==> src/common/sbtc_pkg.sv <==
package sbtc_pkg;
    localparam int          SBTC_NM        = 3;
    localparam int          SBTC_AW        = 32;
    localparam int          SBTC_DW        = 64;
    localparam int          SBTC_BA_W      = 14;
    localparam logic [11:0] SBTC_CRM_ADDR  = 12'hc0f;
    localparam logic [31:0] SBTC_BASE_RST  = 32'h8000_0000;
    localparam logic [31:0] SBTC_CFG_RST   = 32'h0000_0001;
    localparam int          SBTC_CFG_PIPE  = 0;
    localparam int          SBTC_CFG_PM_LO = 1;
    localparam int          SBTC_CFG_SP_LO = 3;
    localparam logic [1:0]  SBTC_BEATS_BURST = 2'h3;
    typedef enum logic [1:0] {
        SBTC_PARK_NONE = 2'b00,
        SBTC_PARK_LAST = 2'b01,
        SBTC_PARK_PROG = 2'b10
    } sbtc_park_t;
    typedef enum logic [1:0] {
        SBTC_RT_PERIPH = 2'b00,
        SBTC_RT_SLAVE  = 2'b01,
        SBTC_RT_EXTERN = 2'b10
    } sbtc_route_t;
endpackage

==> src/rtl/sbtc_top.sv <==
module sbtc_top
    import sbtc_pkg::*;
(
    input  wire logic                       core_clk,
    input  wire logic                       rst,
    input  wire logic                       crm_wr,
    input  wire logic [11:0]                crm_addr,
    input  wire logic [31:0]                crm_wdata,
    input  wire logic                       dbg_wr,
    input  wire logic [31:0]                dbg_wdata,
    output logic      [31:0]                dbg_rdata,
    input  wire logic [31:0]                arb_cfg_wdata,
    input  wire logic                       arb_cfg_wr,
    input  wire logic [SBTC_NM*3-1:0]       prio,
    input  wire logic [SBTC_NM-1:0]         abus_req,
    output logic      [SBTC_NM-1:0]         abus_gnt,
    input  wire logic                       ats,
    input  wire logic [SBTC_AW-1:0]         addr,
    input  wire logic                       burst,
    input  wire logic                       slave_hit,
    input  wire logic                       slave_aack,
    input  wire logic                       retry,
    output logic                            aack,
    output logic      [1:0]                 route,
    output logic      [SBTC_NM-1:0]         dbus_gnt,
    input  wire logic                       ta,
    output logic                            periph_sel,
    output logic                            ext_sel,
    output logic      [1:0]                 outstanding
);
    logic [31:0]            base_q, base_d, cfg_q, cfg_d;
    logic [SBTC_NM-1:0]     agnt_q, agnt_d, dgnt_q, dgnt_d, last_q, last_d;
    logic [SBTC_NM*2-1:0]   fifo_q, fifo_d;
    logic [SBTC_NM*2-1:0]   lru_q, lru_d;
    logic [1:0]             cnt_q, cnt_d, beat_q, beat_d, rt_q, rt_d;
    logic                   aack_q, aack_d, ps_q, ps_d, es_q, es_d;
    logic                   bst_q[2];
    logic                   bst_d[2];

    function automatic logic win_hit(input logic [31:0] a, input logic [31:0] b);
        return a[SBTC_AW-1 -: SBTC_BA_W] == b[SBTC_AW-1 -: SBTC_BA_W];
    endfunction

    logic        pipe_on, can_grant, dtn_done, a_done, hit;
    sbtc_park_t  park;
    logic [1:0]  sp;
    int          best, bp, i;

    always_comb
    begin
        base_d  = base_q;
        cfg_d   = cfg_q;
        if (crm_wr && crm_addr == SBTC_CRM_ADDR)
            base_d = {crm_wdata[31:18], 18'h0};
        if (dbg_wr)
            base_d = {dbg_wdata[31:18], 18'h0};
        if (arb_cfg_wr)
            cfg_d = arb_cfg_wdata;
        pipe_on = cfg_q[SBTC_CFG_PIPE];
        park    = sbtc_park_t'(cfg_q[SBTC_CFG_PM_LO +: 2]);
        sp      = cfg_q[SBTC_CFG_SP_LO +: 2];
        hit     = win_hit(addr, base_q);
        a_done  = ats && !retry && (hit || slave_aack);
        dtn_done = (dgnt_q != '0) && ta && (!bst_q[0] || beat_q == SBTC_BEATS_BURST);
        // Outstanding count limits pipeline depth
        cnt_d = cnt_q + {1'b0, a_done} - {1'b0, dtn_done};
        can_grant = (agnt_q == '0) && !ats &&
                    (pipe_on ? (cnt_q < 2'd2) : (cnt_q == 2'd0));
        best = -1;
        bp   = -1;
        for (i = 0; i < SBTC_NM; i++)
            if (abus_req[i] && (int'(prio[i*3 +: 3]) > bp ||
                (int'(prio[i*3 +: 3]) == bp && best >= 0 && lru_q[i*2 +: 2] > lru_q[best*2 +: 2])))
            begin
                best = i;
                bp   = int'(prio[i*3 +: 3]);
            end
        // Grant stands until the master starts or is retried
        agnt_d = agnt_q;
        last_d = last_q;
        lru_d  = lru_q;
        if (ats || retry)
            agnt_d = '0;
        else if (can_grant)
        begin
            if (best >= 0)
            begin
                agnt_d       = '0;
                agnt_d[best] = 1'b1;
                last_d = agnt_d;
                for (i = 0; i < SBTC_NM; i++)
                    lru_d[i*2 +: 2] = (i == best) ? 2'd0 :
                        (lru_q[i*2 +: 2] == 2'd3 ? 2'd3 : lru_q[i*2 +: 2] + 2'd1);
            end
            else if (park == SBTC_PARK_LAST)
                agnt_d = last_q;
            else if (park == SBTC_PARK_PROG && int'(sp) < SBTC_NM)
                agnt_d[sp] = 1'b1;
        end
        // Order fifo of data owners, two slots
        fifo_d = fifo_q;
        bst_d  = bst_q;
        if (dtn_done)
        begin
            fifo_d = {{SBTC_NM{1'b0}}, fifo_q[SBTC_NM*2-1 -: SBTC_NM]};
            bst_d[0] = bst_q[1];
            bst_d[1] = 1'b0;
        end
        if (a_done)
        begin
            if (cnt_q - {1'b0, dtn_done} == 2'd0)
            begin
                fifo_d[SBTC_NM-1:0] = last_q;
                bst_d[0] = burst;
            end
            else
            begin
                fifo_d[SBTC_NM*2-1 -: SBTC_NM] = last_q;
                bst_d[1] = burst;
            end
        end
        dgnt_d  = fifo_d[SBTC_NM-1:0];
        beat_d  = dtn_done ? 2'd0 : ((dgnt_q != '0 && ta) ? beat_q + 2'd1 : beat_q);
        aack_d  = a_done;
        ps_d    = ats && hit;
        es_d    = ats && !hit && !slave_hit;
        rt_d    = !ats ? rt_q : hit ? SBTC_RT_PERIPH : slave_hit ? SBTC_RT_SLAVE : SBTC_RT_EXTERN;
    end

    always_ff @(posedge core_clk)
    begin
        if (rst)
        begin
            base_q  <= SBTC_BASE_RST;
            cfg_q   <= SBTC_CFG_RST;
            agnt_q  <= '0;
            dgnt_q  <= '0;
            last_q  <= '0;
            fifo_q  <= '0;
            lru_q   <= '0;
            cnt_q   <= 2'd0;
            beat_q  <= 2'd0;
            rt_q    <= 2'd0;
            aack_q  <= 1'b0;
            ps_q    <= 1'b0;
            es_q    <= 1'b0;
            bst_q   <= '{1'b0, 1'b0};
        end
        else
        begin
            base_q  <= base_d;
            cfg_q   <= cfg_d;
            agnt_q  <= agnt_d;
            dgnt_q  <= dgnt_d;
            last_q  <= last_d;
            fifo_q  <= fifo_d;
            lru_q   <= lru_d;
            cnt_q   <= cnt_d;
            beat_q  <= beat_d;
            rt_q    <= rt_d;
            aack_q  <= aack_d;
            ps_q    <= ps_d;
            es_q    <= es_d;
            bst_q   <= bst_d;
        end
    end

    assign dbg_rdata   = base_q;
    assign abus_gnt    = agnt_q;
    assign dbus_gnt    = dgnt_q;
    assign aack        = aack_q;
    assign route       = rt_q;
    assign periph_sel  = ps_q;
    assign ext_sel     = es_q;
    assign outstanding = cnt_q;
endmodule

==> config.mk <==
export PLATFORM = sky130hd
export DESIGN_NAME = sbtc_top
export DESIGN_NICKNAME = d
export VERILOG_FILES = /design/src/common/sbtc_pkg.sv /design/src/rtl/sbtc_top.sv
export SDC_FILE = /design/constraint.sdc
export NUM_CORES = 1
export LEC_CHECK = 0
export BUFFER_PORTS_ARGS = -buffer_cell sky130_fd_sc_hd__buf_4
export CAP_MARGIN = 5
export CORE_MARGIN = 1
export CORE_UTILIZATION = 44
export CTS_CLUSTER_DIAMETER = 120
export DETAILED_ROUTE_END_ITERATION = 10
export GPL_TIMING_DRIVEN = 0
export HOLD_SLACK_MARGIN = 0.06
export PLACE_DENSITY = 0.93
export REMOVE_ABC_BUFFERS = 1
export SYNTH_ARGS = -nofsm -noshare
export SYNTH_HDL_FRONTEND = slang
export SYNTH_SLANG_ARGS = --single-unit
==> constraint.sdc <==
create_clock -name core_clk -period 5.7 [get_ports core_clk]
set_input_delay 0.57 -clock core_clk [delete_from_list [all_inputs] [get_ports core_clk]]
set_output_delay 0.57 -clock core_clk [all_outputs]
set_load 0.02 [all_outputs]
==> impl_metrics.toml <==
[status]
outcome = "finished, final reports clean"

[setup_path]
worstPathRequired_ps = 5940
r2r-end = "lru_q[2]"
ff2ff_setup_slack_ps = 2010
reg2reg_from = "lru_q[0]"
cp_max_fo = 15
worst-r2r-cell-count = 15
endpoint_kind = "flop"
critPathLaunchType = "primary input"
worstPathArrival_ps = 4010
critPathKind = "in2reg"

[synthesis]
syn_area_per_cell_sq_um = 8.641
ys_seq_area_share_pct = 33.80
postSynthCellCount = 329
synth-edff-count = 0
ys_types = 48
async_flop_share_pct = 0
yosys_warnings = 0
synth_ff_type = "dfxtp_1"
syn_area_sq_mm = 0.002843
ys_ff_latch = 48

[cts]
cts_root_buf = "clkbuf_8"
cts_tree = "built"
clock-sinks = 48
path_clk_slew_ps = 90
cts_htree_levels = 2
cts_buffer_depth = 2
cts_resized = 0
cts_hold_buf = 0
clk_latency_ps = 300
cts_buffers = 5
post_cts.repair.setup_buffers = 0

[route]
drt_wl_total_um = 7242
viasPerCell = 5.293
drt_pass1_iterations = 5
antenna_left = 0
routedWlPerCell_um = 14.46
vias = 2652
drt_iter0_drc = 206
drt-met1-wl_um = 2909
dr_wl_met2_um = 3597
top_layer_used = "met4"
drc_errors = 0
met3_length_um = 627

[floorplan]
die_y_um = 82.38
row_count = 28
die_x_um = 82.38
initial_core_util_pct = 46.90
io_pins = 208
core_sq_mm = 0.006061
die-area_sq_mm = 0.006786

[sta]
min_period_ps = 3766
setup_viol = 0
worstMarginPinSlew_ps = 554.4
timing.fmax_ghz = 0.2655
finalCritPeriodShare_pct = 66.07
rsz0062_at_grt = "false"
slew_violations = 0
fin_hold_ws_ps = 465.3
hold_viol = 0
fin_tns_setup_ps = 0
finClkSkew_ps = 11.50
slew_headroom_pct = 63.04

[power]
vdd_drop_max_mv = 0.1976
power.switching_w = 0.0002295
p_int_w = 0.0005768
leakage_nw = 1.733
comb_power_share_pct = 24.1
power_frac_seq_pct = 45.6
pwr_density_cell_mw_per_mm2 = 217.9
swShare_pct = 28.47
clockPowerShare_pct = 30.3

[placement]
gp_congestion = 0.8108
hpwl_um = 5865
place_area_sq_mm = 0.003588
portBuffers = 108

[layout]
num_antenna_cells = 0
syn2layout_area_growth_pct = 30.15
fin_util_pct = 61.04
fin_area_sq_mm = 0.003700
drive_above_1_share_pct = 30.75
layout_commonest_cell = "buf_4"
final_cell_mix = "buf_4 (108), dfxtp_1 (48), nor2_1 (39), mux2i_1 (28), nand2_1 (24)"
layout.nets = 601

[worst_hold_path]
whs_path_depth = 2
hold_path_class = "reg2reg"
holdCritStartpoint = "fifo_q[4]"
min_to = "fifo_q[4]"

[grt]
grt_pass1_vias = 2591
grt_max_degree = 40
track_usage_pct = 22.45
globalRouteOverflowTotal = 0
antenna_found_initial = 0
grt_pass1_wl_um = 11430

[run]
maxCapViolations = 0
[flip-flops by register name, indices dropped and copies added (netlist names), 2 cells and up]
register     count
beat_q           2
lru_q            6
bst_q            2
fifo_q           4
last_q           3
cfg_q            5
outstanding      2
dbus_gnt         2
dbg_rdata       14
route            2
abus_gnt         3
[synthesized netlist by cell type, types with 2 or more instances]
cell,instances,area share (%)
o21ai_0,6,1.1
and3_1,4,0.88
ha_1,13,5.7
nor4_1,2,0.44
o211ai_1,2,0.53
nand2b_1,6,1.3
inv_1,16,2.1
nand4_1,4,0.88
nor2b_1,7,1.5
nor3_1,6,1.1
buf_4,21,5.5
o41ai_1,2,0.62
nor2_1,39,5.1
a211oi_1,15,4.0
xor2_1,2,0.62
a21o_1,4,1.1
or3_1,2,0.44
dfxtp_1,48,34
a311oi_1,2,0.62
xnor2_1,15,4.6
nand3_1,4,0.70
clkbuf_1,12,1.6
nand2_1,24,3.2
mux2_2,8,3.2
mux2i_1,28,9.9
a21oi_1,15,2.6
[power groups by stage]
stage	logic (W)	clock network, W	registers (W)
finish	0.000194	0.000245	0.000367
global route	0.000213	0.000263	0.000370
CTS	0.000194	0.000249	0.000367
detailed placement	0.000194	0	0.000375
global placement	0.000186	0	0.000374
floorplan	0.0000930	0	0.000383
[how the worst max path moves through the flow]
stage | from | to | slack (ps) | depth (start not counted)
after floorplan | prio[0] | lru_q[1] | 2300 | 15
after global placement | abus_req[0] | lru_q[2] | 1820 | 15
after detailed placement | abus_req[0] | lru_q[2] | 1680 | 15
after CTS | abus_req[0] | lru_q[2] | 1980 | 15
after global routing | abus_req[0] | lru_q[2] | 1670 | 15
final | abus_req[0] | lru_q[2] | 1930 | 16
[layout make-up]
cell class	count	area (sq um)
flip-flops and latches	48	960.9
inverters	16	60.06
multi-input cells	246	1663
repair buffers	108	810.8
clock inverters	3	42.54
clock buffers	5	68.82
well taps	75	93.84
fillers	492	2361
[kinds of logic (layout without fill, tap and decap cells)]
| family | Yosys count | count (layout) | synth area share [%] |
|---|---|---|---|
| buf+inv | 52 | 132 | 9.947 |
| flops | 48 | 48 | 33.80 |
| simple gates | 104 | 104 | 17.91 |
| fa+ha+maj | 13 | 13 | 5.722 |
| compound gates | 58 | 58 | 14.22 |
| other cells | 1 | 18 | 0.1319 |
| mux | 36 | 36 | 13.03 |
| xor+xnor | 17 | 17 | 5.238 |
[through the flow]
stage | total power, W | setup slack, ps | cells
5_1_grt | 0.0008459 | 1672 | 501
4_1_cts | 0.0008104 | 1980 | 501
3_3_place_gp | 0.0005598 | 1816 | 493
2_1_floorplan | 0.0004763 | 2296 | 310
3_5_place_dp | 0.0005688 | 1676 | 493
6_report | 0.0008063 | 1934 | 501
[metal layers]
layer | global-route usage (%) | vias to the layer above
met5 | 0 | -
met4 | 6.667 | 0
met3 | 6.703 | 13
met2 | 39.83 | 120
met1 | 25.79 | 1221
li1 | - | 1298
[critical path, cell delays in order]
cell and delay [ps]:
buf_4 140, inv_1 110, nor2_1 170, ha_1 260
nand2_1 60, o21ai_0 100, nand3_1 100, o311a_1 520
mux2_2 410, ha_1 270, nand2_1 50, o21ai_0 130
a41oi_1 280, nand2_1 230, a2111oi_0 460, a31o_1 160
Power figures use the tool's default switching activity.
